File: src/verilog/fou_pkg.sv
// fou_pkg: constants for the floating operand fetch and unpack block
// assumes a 16-bit word, a 16-entry general register file, 40 MHz clock
package fou_pkg;
   localparam int WORD_W = 16;
   localparam int REG_IDX_W = 4;
   localparam int BUS_ADDR_W = 5;
   localparam int CS_ADDR_W = 9;
   // control store and branch test codes (octal figures)
   localparam logic [5:0] BRANCH_TEST_EXT = 6'h1F;          // 37 octal
   localparam int CS_EXT_BIT = 8;
   localparam logic [CS_ADDR_W-1:0] CS_FLOAT_ENTRY = 9'h1A2; // 642 octal
   localparam logic [2:0] GEN_CTL_CARRY_IN = 3'h4;           // carry-in enable code
   // opcode 75xxxx octal: bit 15 = 0, bits 14:12 = 7, bits 11:9 = 5
   localparam logic [6:0] FLOAT_OPC_HI = 7'h3D;
   localparam logic [3:0] FLOAT_OPC_SUB = 4'h0;              // bits 8:5
   // odd register slots of the first pass; the second pass uses slot - 1
   localparam logic [REG_IDX_W-1:0] REG_HIGH = 4'hB;         // 11
   localparam logic [REG_IDX_W-1:0] REG_LOW = 4'hD;          // 13
   localparam logic [REG_IDX_W-1:0] REG_EXP = 4'hF;          // 15
   localparam logic [REG_IDX_W-1:0] REG_EXP_EVEN = 4'hE;     // 14
   localparam logic [WORD_W-1:0] PTR_STEP = 16'h0002;
   localparam logic [WORD_W-1:0] HIDDEN_ONE = 16'h0100;      // 400 octal
   // register bus map: 0..15 general registers, then status
   localparam logic [BUS_ADDR_W-1:0] ADDR_STATUS = 5'h10;
   localparam logic [BUS_ADDR_W-1:0] ADDR_SIGN = 5'h11;
   localparam int ST_C = 0;
   localparam int ST_Z = 1;
   localparam int ST_N = 2;
   localparam int ST_OTHER_Z = 3;
   localparam int ST_PASS2 = 4;
   localparam int ST_BUSY = 5;
   localparam int ST_EXP_OVF = 6;
   localparam int ST_EXP_UNF = 7;
   localparam logic [WORD_W-1:0] RESET_WORD = 16'h0000;
   typedef enum logic [13:0] {
      FOU_IDLE   = 14'b00000000000001,
      FOU_ENTRY  = 14'b00000000000010,
      FOU_WAIT_H = 14'b00000000000100,
      FOU_PTR    = 14'b00000000001000,
      FOU_WAIT_L = 14'b00000000010000,
      FOU_SHL    = 14'b00000000100000,
      FOU_SHH    = 14'b00000001000000,
      FOU_SEP    = 14'b00000010000000,
      FOU_HID    = 14'b00000100000000,
      FOU_ZLO    = 14'b00001000000000,
      FOU_ZHI    = 14'b00010000000000,
      FOU_STORE  = 14'b00100000000000,
      FOU_FIN    = 14'b01000000000000,
      FOU_DONE   = 14'b10000000000000
   } fou_state_t;
endpackage : fou_pkg

File: src/verilog/fou_unpack.sv
// fou_unpack: float entry decode, two-pass operand fetch and unpack
// assumes memory answers each read with a level reply pin and data pins,
// both asynchronous; instruction and branch test come from same-clock logic
//
// Our own choices: strobed register access and the placing of the registers.
`timescale 1ns/1ps
// How it works
// - branch test 37 sets control address bit 8
// - opcode 75xxxx plus bit match forces float entry
// - entry 642 drives stack pointer, reads, halts
// - first pass second operand, then first operand
// - high word to buffer, operand, register 11/10
// - copy high, pointer plus 2, read low
// - low word to 13, doubled, carry kept
// - high word doubled with saved carry in
// - exponent: high byte zero, bits 15:08 low
// - exponent high byte ones flag overflow/underflow
// - exponent to 15, zero sets zero bit
// - add constant 400 octal restoring hidden bit
// - zero exponent clears operand, flips pass flag
// - nonzero stores mantissa, clocks pass flag, steers
// - first pass end saves sign, next read
// - second pass uses registers 10, 12, 14
// - second pass moves zero flags, clears pass
module fou_unpack #(
   parameter int WORD_W = fou_pkg::WORD_W
) (
   input wire logic clock_i,
   input wire logic sys_rst_i,
   input wire logic fetch_done_i,
   input wire logic [5:0] branch_test_i,
   input wire logic [2:0] general_control_code_i,
   input wire logic [WORD_W-1:0] instr_i,
   input wire logic mem_reply_i,
   input wire logic [WORD_W-1:0] mem_data_i,
   input wire logic [fou_pkg::BUS_ADDR_W-1:0] reg_addr_i,
   input wire logic [WORD_W-1:0] reg_wdata_i,
   input wire logic reg_wr_i,
   input wire logic reg_rd_i,
   output logic [WORD_W-1:0] reg_rdata_o,
   output logic [fou_pkg::CS_ADDR_W-1:0] cs_addr_o,
   output logic float_entry_o,
   output logic [WORD_W-1:0] bus_addr_o,
   output logic bus_read_o,
   output logic clock_halt_o,
   output logic busy_o,
   output logic done_o,
   output logic carry_status_bit_o,
   output logic zero_status_bit_o,
   output logic negative_status_bit_o,
   output logic other_exponent_zero_flag_o,
   output logic second_pass_flag_o
);
   fou_pkg::fou_state_t state;
   fou_pkg::fou_state_t next_state;
   logic [WORD_W-1:0] gpr [16];
   logic [WORD_W-1:0] bus_buffer_reg;
   logic [WORD_W-1:0] operand_reg;
   logic [WORD_W-1:0] shift_data_reg;
   logic [WORD_W-1:0] sign_holding_reg;
   logic [2:0] dst_idx;
   logic exp_zero;
   logic exp_ovf;
   logic exp_unf;
   logic reply_meta;
   logic reply_sync;
   logic reply_armed;
   logic [WORD_W-1:0] data_meta;
   logic [WORD_W-1:0] data_sync;

   // pin synchronisers; data settles before reply, so both take 2 flops
   always_ff @(posedge clock_i or posedge sys_rst_i) begin
      if (sys_rst_i) begin
         reply_meta <= 1'b0;
         reply_sync <= 1'b0;
         data_meta <= fou_pkg::RESET_WORD;
         data_sync <= fou_pkg::RESET_WORD;
      end else begin
         reply_meta <= mem_reply_i;
         reply_sync <= reply_meta;
         data_meta <= mem_data_i;
         data_sync <= data_meta;
      end
   end

   // instruction decode
   wire ext_test = fetch_done_i && (branch_test_i == fou_pkg::BRANCH_TEST_EXT);
   wire float_opc = instr_i[15:9] == fou_pkg::FLOAT_OPC_HI;
   wire float_match = float_opc && (instr_i[8:5] == fou_pkg::FLOAT_OPC_SUB);
   wire start = ext_test && float_match && state == fou_pkg::FOU_IDLE;
   wire pass2 = second_pass_flag_o;
   // a reply counts only once armed, see reply_armed below
   wire reply_ok = reply_sync && reply_armed;
   wire read_start = state == fou_pkg::FOU_ENTRY || state == fou_pkg::FOU_PTR || state == fou_pkg::FOU_FIN;

   // odd slot on the first pass, even on the second
   wire [3:0] idx_high = pass2 ? fou_pkg::REG_HIGH - 4'h1 : fou_pkg::REG_HIGH;
   wire [3:0] idx_low = pass2 ? fou_pkg::REG_LOW - 4'h1 : fou_pkg::REG_LOW;
   wire [3:0] idx_exp = pass2 ? fou_pkg::REG_EXP_EVEN : fou_pkg::REG_EXP;
   wire [3:0] idx_ptr = {1'b0, dst_idx};
   wire [WORD_W-1:0] ptr_next = gpr[idx_ptr] + fou_pkg::PTR_STEP;

   // arithmetic paths
   wire [WORD_W:0] low_sum = {1'b0, operand_reg} + {1'b0, gpr[idx_low]};
   wire carry_in = carry_status_bit_o && (general_control_code_i == fou_pkg::GEN_CTL_CARRY_IN);
   wire [WORD_W-1:0] high_shift = {operand_reg[WORD_W-2:0], carry_in};
   wire [WORD_W-1:0] exp_word = {8'h00, operand_reg[15:8]};
   wire [WORD_W-1:0] mant_word = fou_pkg::HIDDEN_ONE + {8'h00, operand_reg[7:0]};
   wire exp_is_zero = exp_word == fou_pkg::RESET_WORD;

   // one register-file write per microstep
   wire st_wh = state == fou_pkg::FOU_WAIT_H;
   wire st_wl = state == fou_pkg::FOU_WAIT_L;
   wire fsm_we = (st_wh && reply_ok) || (st_wl && reply_ok) ||
                 state == fou_pkg::FOU_PTR || state == fou_pkg::FOU_SHL ||
                 state == fou_pkg::FOU_SHH || state == fou_pkg::FOU_SEP ||
                 state == fou_pkg::FOU_ZLO || state == fou_pkg::FOU_ZHI ||
                 state == fou_pkg::FOU_STORE || state == fou_pkg::FOU_FIN;
   wire [3:0] fsm_widx =
      (st_wh || state == fou_pkg::FOU_SHH || state == fou_pkg::FOU_ZHI ||
       state == fou_pkg::FOU_STORE) ? idx_high :
      (st_wl || state == fou_pkg::FOU_SHL || state == fou_pkg::FOU_ZLO) ? idx_low :
      (state == fou_pkg::FOU_SEP) ? idx_exp : idx_ptr;
   wire [WORD_W-1:0] fsm_wdata =
      (st_wh || st_wl) ? data_sync :
      (state == fou_pkg::FOU_SHL) ? low_sum[WORD_W-1:0] :
      (state == fou_pkg::FOU_SHH) ? high_shift :
      (state == fou_pkg::FOU_SEP) ? exp_word :
      (state == fou_pkg::FOU_ZLO || state == fou_pkg::FOU_ZHI) ? fou_pkg::RESET_WORD :
      (state == fou_pkg::FOU_STORE) ? operand_reg : ptr_next;
   wire bus_we = reg_wr_i && !reg_addr_i[4] && !fsm_we;

   // register bus read mux
   wire [7:0] status_bits = {exp_unf, exp_ovf, busy_o, second_pass_flag_o,
                             other_exponent_zero_flag_o, negative_status_bit_o,
                             zero_status_bit_o, carry_status_bit_o};
   wire [WORD_W-1:0] rd_mux =
      !reg_addr_i[4] ? gpr[reg_addr_i[3:0]] :
      (reg_addr_i == fou_pkg::ADDR_STATUS) ? {8'h00, status_bits} :
      (reg_addr_i == fou_pkg::ADDR_SIGN) ? sign_holding_reg : fou_pkg::RESET_WORD;

   // exponent high byte watch on software exponent arithmetic
   // ones arriving from the right mean overflow, from the left underflow
   wire exp_bus_wr = bus_we &&
      (reg_addr_i[3:0] == fou_pkg::REG_EXP || reg_addr_i[3:0] == fou_pkg::REG_EXP_EVEN);

   // next state
   always_comb begin
      next_state = state;
      case (state)
         fou_pkg::FOU_IDLE: begin
            if (start) begin
               next_state = fou_pkg::FOU_ENTRY;
            end
         end
         fou_pkg::FOU_ENTRY: next_state = fou_pkg::FOU_WAIT_H;
         fou_pkg::FOU_WAIT_H: begin
            if (reply_ok) begin
               next_state = fou_pkg::FOU_PTR;
            end
         end
         fou_pkg::FOU_PTR: next_state = fou_pkg::FOU_WAIT_L;
         fou_pkg::FOU_WAIT_L: begin
            if (reply_ok) begin
               next_state = fou_pkg::FOU_SHL;
            end
         end
         fou_pkg::FOU_SHL: next_state = fou_pkg::FOU_SHH;
         fou_pkg::FOU_SHH: next_state = fou_pkg::FOU_SEP;
         fou_pkg::FOU_SEP: next_state = fou_pkg::FOU_HID;
         fou_pkg::FOU_HID: next_state = exp_zero ? fou_pkg::FOU_ZLO : fou_pkg::FOU_STORE;
         fou_pkg::FOU_ZLO: next_state = fou_pkg::FOU_ZHI;
         fou_pkg::FOU_ZHI: next_state = pass2 ? fou_pkg::FOU_DONE : fou_pkg::FOU_FIN;
         fou_pkg::FOU_STORE: next_state = pass2 ? fou_pkg::FOU_DONE : fou_pkg::FOU_FIN;
         fou_pkg::FOU_FIN: next_state = fou_pkg::FOU_WAIT_H;
         fou_pkg::FOU_DONE: next_state = fou_pkg::FOU_IDLE;
         default: next_state = fou_pkg::FOU_IDLE;
      endcase
   end

   always_ff @(posedge clock_i or posedge sys_rst_i) begin
      if (sys_rst_i) begin
         state <= fou_pkg::FOU_IDLE;
      end else begin
         state <= next_state;
      end
   end

   // general register file
   // a bus write in a sequence step that writes the file is dropped, not queued
   always_ff @(posedge clock_i or posedge sys_rst_i) begin
      if (sys_rst_i) begin
         for (int i = 0; i < 16; i++) begin
            gpr[i] <= fou_pkg::RESET_WORD;
         end
      end else if (fsm_we) begin
         gpr[fsm_widx] <= fsm_wdata;
      end else if (bus_we) begin
         gpr[reg_addr_i[3:0]] <= reg_wdata_i;
      end
   end

   // control store address
   always_ff @(posedge clock_i or posedge sys_rst_i) begin
      if (sys_rst_i) begin
         cs_addr_o <= '0;
         float_entry_o <= 1'b0;
      end else begin
         float_entry_o <= start;
         if (start) begin
            cs_addr_o <= fou_pkg::CS_FLOAT_ENTRY;
         end else if (ext_test) begin
            cs_addr_o[fou_pkg::CS_EXT_BIT] <= 1'b1;
         end else if (fetch_done_i) begin
            cs_addr_o <= '0;
         end
      end
   end

   // a reply from the previous read can still stand when a new read starts;
   // it is trusted only after the synced reply has been seen low
   always_ff @(posedge clock_i or posedge sys_rst_i) begin
      if (sys_rst_i) begin
         reply_armed <= 1'b0;
      end else if (read_start) begin
         reply_armed <= 1'b0;
      end else if ((st_wh || st_wl) && !reply_sync) begin
         reply_armed <= 1'b1;
      end
   end

   // memory read control and clock halt
   always_ff @(posedge clock_i or posedge sys_rst_i) begin
      if (sys_rst_i) begin
         bus_addr_o <= fou_pkg::RESET_WORD;
         bus_read_o <= 1'b0;
         clock_halt_o <= 1'b0;
         dst_idx <= 3'h0;
      end else begin
         bus_read_o <= 1'b0;
         if (start) begin
            dst_idx <= instr_i[2:0];
         end
         if (state == fou_pkg::FOU_ENTRY) begin
            bus_addr_o <= gpr[idx_ptr];
            bus_read_o <= 1'b1;
            clock_halt_o <= 1'b1;
         end else if (state == fou_pkg::FOU_PTR || state == fou_pkg::FOU_FIN) begin
            bus_addr_o <= ptr_next;
            bus_read_o <= 1'b1;
            clock_halt_o <= 1'b1;
         end else if ((st_wh || st_wl) && reply_ok) begin
            clock_halt_o <= 1'b0;
         end
      end
   end

   // datapath registers
   always_ff @(posedge clock_i or posedge sys_rst_i) begin
      if (sys_rst_i) begin
         bus_buffer_reg <= fou_pkg::RESET_WORD;
         operand_reg <= fou_pkg::RESET_WORD;
         shift_data_reg <= fou_pkg::RESET_WORD;
         sign_holding_reg <= fou_pkg::RESET_WORD;
      end else begin
         case (state)
            fou_pkg::FOU_WAIT_H: begin
               if (reply_ok) begin
                  bus_buffer_reg <= data_sync;
                  operand_reg <= data_sync;
               end
            end
            fou_pkg::FOU_PTR: shift_data_reg <= bus_buffer_reg;
            fou_pkg::FOU_WAIT_L: begin
               if (reply_ok) begin
                  operand_reg <= data_sync;
               end
            end
            fou_pkg::FOU_SHL: operand_reg <= gpr[idx_high];
            fou_pkg::FOU_SHH: operand_reg <= high_shift;
            fou_pkg::FOU_HID: operand_reg <= mant_word;
            fou_pkg::FOU_ZLO: begin
               // the buffer copy goes too, so a zero operand keeps no sign
               bus_buffer_reg <= fou_pkg::RESET_WORD;
               operand_reg <= fou_pkg::RESET_WORD;
            end
            fou_pkg::FOU_FIN: sign_holding_reg <= bus_buffer_reg;
            default: begin
            end
         endcase
      end
   end

   // status bits and pass flag
   always_ff @(posedge clock_i or posedge sys_rst_i) begin
      if (sys_rst_i) begin
         carry_status_bit_o <= 1'b0;
         zero_status_bit_o <= 1'b0;
         negative_status_bit_o <= 1'b0;
         other_exponent_zero_flag_o <= 1'b0;
         second_pass_flag_o <= 1'b0;
         exp_zero <= 1'b0;
      end else begin
         case (state)
            fou_pkg::FOU_SHL: carry_status_bit_o <= low_sum[WORD_W];
            fou_pkg::FOU_SEP: begin
               exp_zero <= exp_is_zero;
               zero_status_bit_o <= exp_is_zero;
               if (pass2) begin
                  other_exponent_zero_flag_o <= zero_status_bit_o;
               end
            end
            fou_pkg::FOU_ZHI: second_pass_flag_o <= !second_pass_flag_o;
            fou_pkg::FOU_STORE: second_pass_flag_o <= !second_pass_flag_o;
            fou_pkg::FOU_FIN: negative_status_bit_o <= bus_buffer_reg[WORD_W-1];
            default: begin
            end
         endcase
      end
   end

   // exponent range watch, busy, done and register bus read data
   always_ff @(posedge clock_i or posedge sys_rst_i) begin
      if (sys_rst_i) begin
         exp_ovf <= 1'b0;
         exp_unf <= 1'b0;
         busy_o <= 1'b0;
         done_o <= 1'b0;
         reg_rdata_o <= fou_pkg::RESET_WORD;
      end else begin
         if (state == fou_pkg::FOU_SEP) begin
            exp_ovf <= 1'b0;
            exp_unf <= 1'b0;
         end else if (exp_bus_wr) begin
            exp_ovf <= reg_wdata_i[8] && !reg_wdata_i[15];
            exp_unf <= reg_wdata_i[15];
         end
         busy_o <= next_state != fou_pkg::FOU_IDLE;
         done_o <= state == fou_pkg::FOU_DONE;
         reg_rdata_o <= reg_rd_i ? rd_mux : fou_pkg::RESET_WORD;
      end
   end
endmodule : fou_unpack

File: config.mk
export PLATFORM = sky130hd
export DESIGN_NAME = fou_unpack
export DESIGN_NICKNAME = d
export VERILOG_FILES = /design/src/verilog/fou_pkg.sv /design/src/verilog/fou_unpack.sv
export SDC_FILE = /design/constraint.sdc
export NUM_CORES = 1
export LEC_CHECK = 0
export BUFFER_PORTS_ARGS = -buffer_cell sky130_fd_sc_hd__buf_4
export CAP_MARGIN = 20
export CORE_UTILIZATION = 40
export CTS_BUF_LIST = sky130_fd_sc_hd__clkbuf_4 sky130_fd_sc_hd__clkbuf_8 sky130_fd_sc_hd__clkbuf_16
export DETAILED_ROUTE_END_ITERATION = 8
export GPL_TIMING_DRIVEN = 0
export PLACE_DENSITY = 0.62
export SYNTH_ARGS = -nofsm -noshare
export SYNTH_HDL_FRONTEND = slang
export SYNTH_SLANG_ARGS = --single-unit
File: constraint.sdc
create_clock -name clock_i -period 32.9 [get_ports clock_i]
set_input_delay 6.58 -clock clock_i [delete_from_list [all_inputs] [get_ports clock_i]]
set_output_delay 6.58 -clock clock_i [all_outputs]
set_load 0.1 [all_outputs]
==> impl_metrics.py <==
metrics = {
    "floorplan": {
        "dieHeight_um": 240,
        "die_x_um": 240,
        "num_io_pins": 119,
        "rows": 86,
        "initial_core_util_pct": 40.8,
        "core_mm2": 0.0555,
        "die_area_mm2": 0.0577,
    },
    "clock_network": {
        "htreeDepth": 2,
        "cts_hold_buf": 0,
        "cts_tree": "yes",
        "cts_buffer_depth": 3,
        "clock_sinks": 401,
        "cts_buffers": 47,
        "postCtsSetupBuffers": 0,
        "clk_root_buffer_cell": "clkbuf_16",
        "cts.repair.resized": 0,
        "clk_pin_slew_ns": 0.06,
        "clk_latency_ns": 0.62,
    },
    "routing": {
        "routed_wl_mm": 94.1,
        "avgRoutedWirePerCell_um": 30.5,
        "wl_met3_mm": 9.81,
        "drc": 0,
        "viasPerCell": 6.51,
        "vias": 20100,
        "drt-pass1-iter-count": 6,
        "wl_met1_mm": 36.8,
        "highest_layer": "met5",
        "wl_met2_mm": 42.7,
        "postRouteAntennaNets": 0,
        "drtIter0Drc": 2550,
    },
    "cells_and_area": {
        "fillers": 5248,
        "multi_input_area_mm2": 0.0117,
        "drive_gt1_share_pct": 23.6,
        "largest_reg_flops": 256,
        "regMostFlops": "gpr",
        "area_growth_pct": 15.6,
        "regArea_mm2": 0.0100,
        "nets": 2384,
    },
    "synthesis": {
        "synth.distinct_cells": 96,
        "yosys_warnings": 0,
        "synth_seq_cells": 401,
        "ys.flop_type": "dfrtp_1",
        "syn_area_per_cell_um2": 10.6,
        "mappedNetlistArea_mm2": 0.0227,
        "synthArstFlopShare_pct": 100,
        "synth.yosys.seq_area_share_pct": 44.3,
        "synth_enable_flop_cells": 0,
        "synthCells": 2133,
    },
    "setup_path": {
        "r2r_slack_ns": 26.52,
        "ff2ff_path_depth": 14,
        "critPathTopFamily": "buffers and inverters",
        "reg2reg_to": "gpr[137]",
        "crit_type": "in -> reg",
        "cp_common_cell": "clkbuf_1",
        "critPathArrivalTime_ns": 9.81,
        "crit_required_ns": 33.40,
        "crit_slowest_cell": "nor4_1",
        "critPathMaxStageDelay_ns": 0.71,
        "worstPathMaxFanout": 10,
        "cp_cell_sequence": "clkbuf_1, buf_2, clkbuf_1, nand2_1, nor4_1, buf_2, clkbuf_1, nand2_1, nor2_1, a21oi_1, o31ai_1",
        "r2r-start": "second_pass_flag_o",
        "cp-start-kind": "primary input",
        "endpoint_kind": "flop",
        "critPathBufInv": 5,
    },
    "min_path": {
        "min_from": "data_meta[1]",
        "hold_path.class": "reg -> reg",
        "holdPathStages": 0,
        "hold_path_end": "data_sync[1]",
    },
    "sta": {
        "final_max_slew_viol_count": 0,
        "hold_violations": 0,
        "fmax_mhz": 107,
        "tightest_slew_ns": 1.23,
        "rsz0062_at_grt": "false",
        "setup-violations-final": 0,
        "relSlewSlack_pct": 17.9,
        "setup_tns_ns": 0,
        "holdWs_ns": 0.349,
        "fin_skew_ns": 0.0367,
        "period_needed_ns": 9.32,
        "finalCritPeriodShare_pct": 28.3,
    },
    "pwr": {
        "irDropWorstVdd_uv": 39.7,
        "power.leakage_uw": 0.0107,
        "power_density_mw_per_mm2": 56.7,
    },
    "grt": {
        "grt_usage_pct": 33.0,
        "antenna_found_initial": 2,
        "grt_max_degree": 128,
        "grt_pass1_wl_mm": 137,
        "grt_pass1_vias": 19700,
        "overflow": 0,
    },
    "placement": {
        "gp_congestion": 1.04,
        "io_buffers": 103,
        "dp_hpwl_mm": 72.5,
    },
    "run": {
        "maxCapViolCount": 0,
    },
    "run_status": {
        "status": "finished clean",
    },
}
[power breakdown]
| group | leakage (µW) | internal [µW] | switching, µW |
|---|---|---|---|
| Combinational | 0.00503 | 124 | 193 |
| Clock | 0.000815 | 325 | 227 |
| Sequential | 0.00486 | 556 | 62.0 |
[worst register-to-register path, cell delays in order, from the launching register on]
cell	delay, ns
dfrtp_1	0.37
clkbuf_1	0.57
clkbuf_1	0.67
buf_1	0.77
mux2_2	0.42
ha_1	0.35
and3_1	0.28
nand3_1	0.10
o21ai_0	0.57
nor2_1	0.17
xor2_1	0.18
o21ai_0	0.18
o22ai_1	0.64
clkbuf_1	0.76
o21ai_0	0.21
[routing by layer]
layer / vias to the layer above / global-route usage, %
li1: 8402 / -
met1: 10200 / 42.6
met2: 1240 / 51.3
met3: 248 / 8.79
met4: 2 / 16.3
met5: - / 0
[metrics by stage]
| step | utilization, % | total power (µW) | instances | setup WS, ns | cell area, µm² |
|---|---|---|---|---|---|
| 6_report | 47.2 | 1490 | 3085 | 23.58 | 26200 |
| 2_1_floorplan | - | 802 | 2137 | 15.17 | 22700 |
| 3_5_place_dp | 44.2 | 927 | 2996 | 23.06 | 24600 |
| 3_3_place_gp | 43.9 | 917 | 2988 | 10.71 | 24400 |
| 4_1_cts | 47.2 | 1480 | 3083 | 23.67 | 26200 |
| 5_1_grt | 47.2 | 1540 | 3084 | 23.45 | 26200 |
[synthesized netlist by cell type (6+ instances only)]
master    instances  share of area, %
buf_2            66               1.5
a22oi_1          49               1.6
mux2_2           83               4.1
nor2b_1          14              0.39
xor2_1           19              0.73
nor4_2            7              0.39
a21oi_1         182               4.0
a221oi_1         18              0.70
nor2_1          117               1.9
a21boi_0          8              0.26
a22o_1           17              0.66
nand4_1           8              0.22
nand2b_1         14              0.39
and3_1           17              0.47
o21ai_0         123               2.7
nand4b_1          6              0.23
ha_1             17              0.94
o22ai_1         102               2.8
nor4_1           18              0.50
buf_1            11              0.18
nand2_1         230               3.8
o221ai_1         18              0.70
nor2_2            7              0.19
or3_1            10              0.28
buf_4            19              0.63
o21a_1           10              0.33
mux4_2          110                11
a31oi_1          12              0.33
inv_1            15              0.25
nor3_1           23              0.51
dfrtp_1         400                44
nand3_1          39              0.86
mux2i_1          53               2.3
a211oi_1          7              0.23
or4_1             6              0.20
and2_1           26              0.72
o21ai_1          28              0.62
buf_6             6              0.30
o31ai_1           8              0.26
xnor2_1          12              0.46
clkbuf_1         82               1.4
[layout make-up]
class | instances | area share [%]
inverters | 18 | 0.286
plain buffers | 185 | 3.45
flip-flops and latches | 401 | 38.3
clock buffers | 67 | 5.39
diodes | 1 | 0.00955
multi-input cells | 1533 | 44.7
clock inverters | 20 | 0.831
well taps | 748 | 3.57
repair buffers | 112 | 3.47
[worst max path at each step]
| stage | startpoint | endpoint | cells after the start |
|---|---|---|---|
| 3_3_place_gp | sys_rst_i | data_meta[14] | 2 |
| 3_5_place_dp | reg_addr_i[0] | gpr[77] | 11 |
| 5_1_grt | reg_addr_i[0] | gpr[77] | 11 |
| 4_1_cts | reg_addr_i[0] | gpr[77] | 11 |
| 6_report | reg_addr_i[0] | gpr[77] | 11 |
| 2_1_floorplan | sys_rst_i | bus_addr_o[0] | 1 |
[kinds of logic after synthesis]
logic type / share of synthesized area, %
xor+xnor: 1.20
other cells: 0.0165
buf+inv: 4.29
flops: 44.3
fa+ha+maj: 1.03
compound gates: 18.4
simple gates: 13.1
mux: 17.8
[layout by cell type, fill, tap and decap left out, types with 26 or more instances in the layout]
master	synthesis	layout
clkbuf_1	82	82
o21ai_1	28	28
nand3_1	39	39
a21oi_1	182	182
nand2_1	230	230
o21ai_0	123	123
mux4_2	110	110
mux2_2	83	83
dfrtp_1	400	400
nor2_1	117	117
o22ai_1	102	102
and2_1	26	26
mux2i_1	53	53
buf_4	19	122
a22oi_1	49	49
clkbuf_16	0	48
buf_2	66	69
Power figures use the tool's default switching activity.
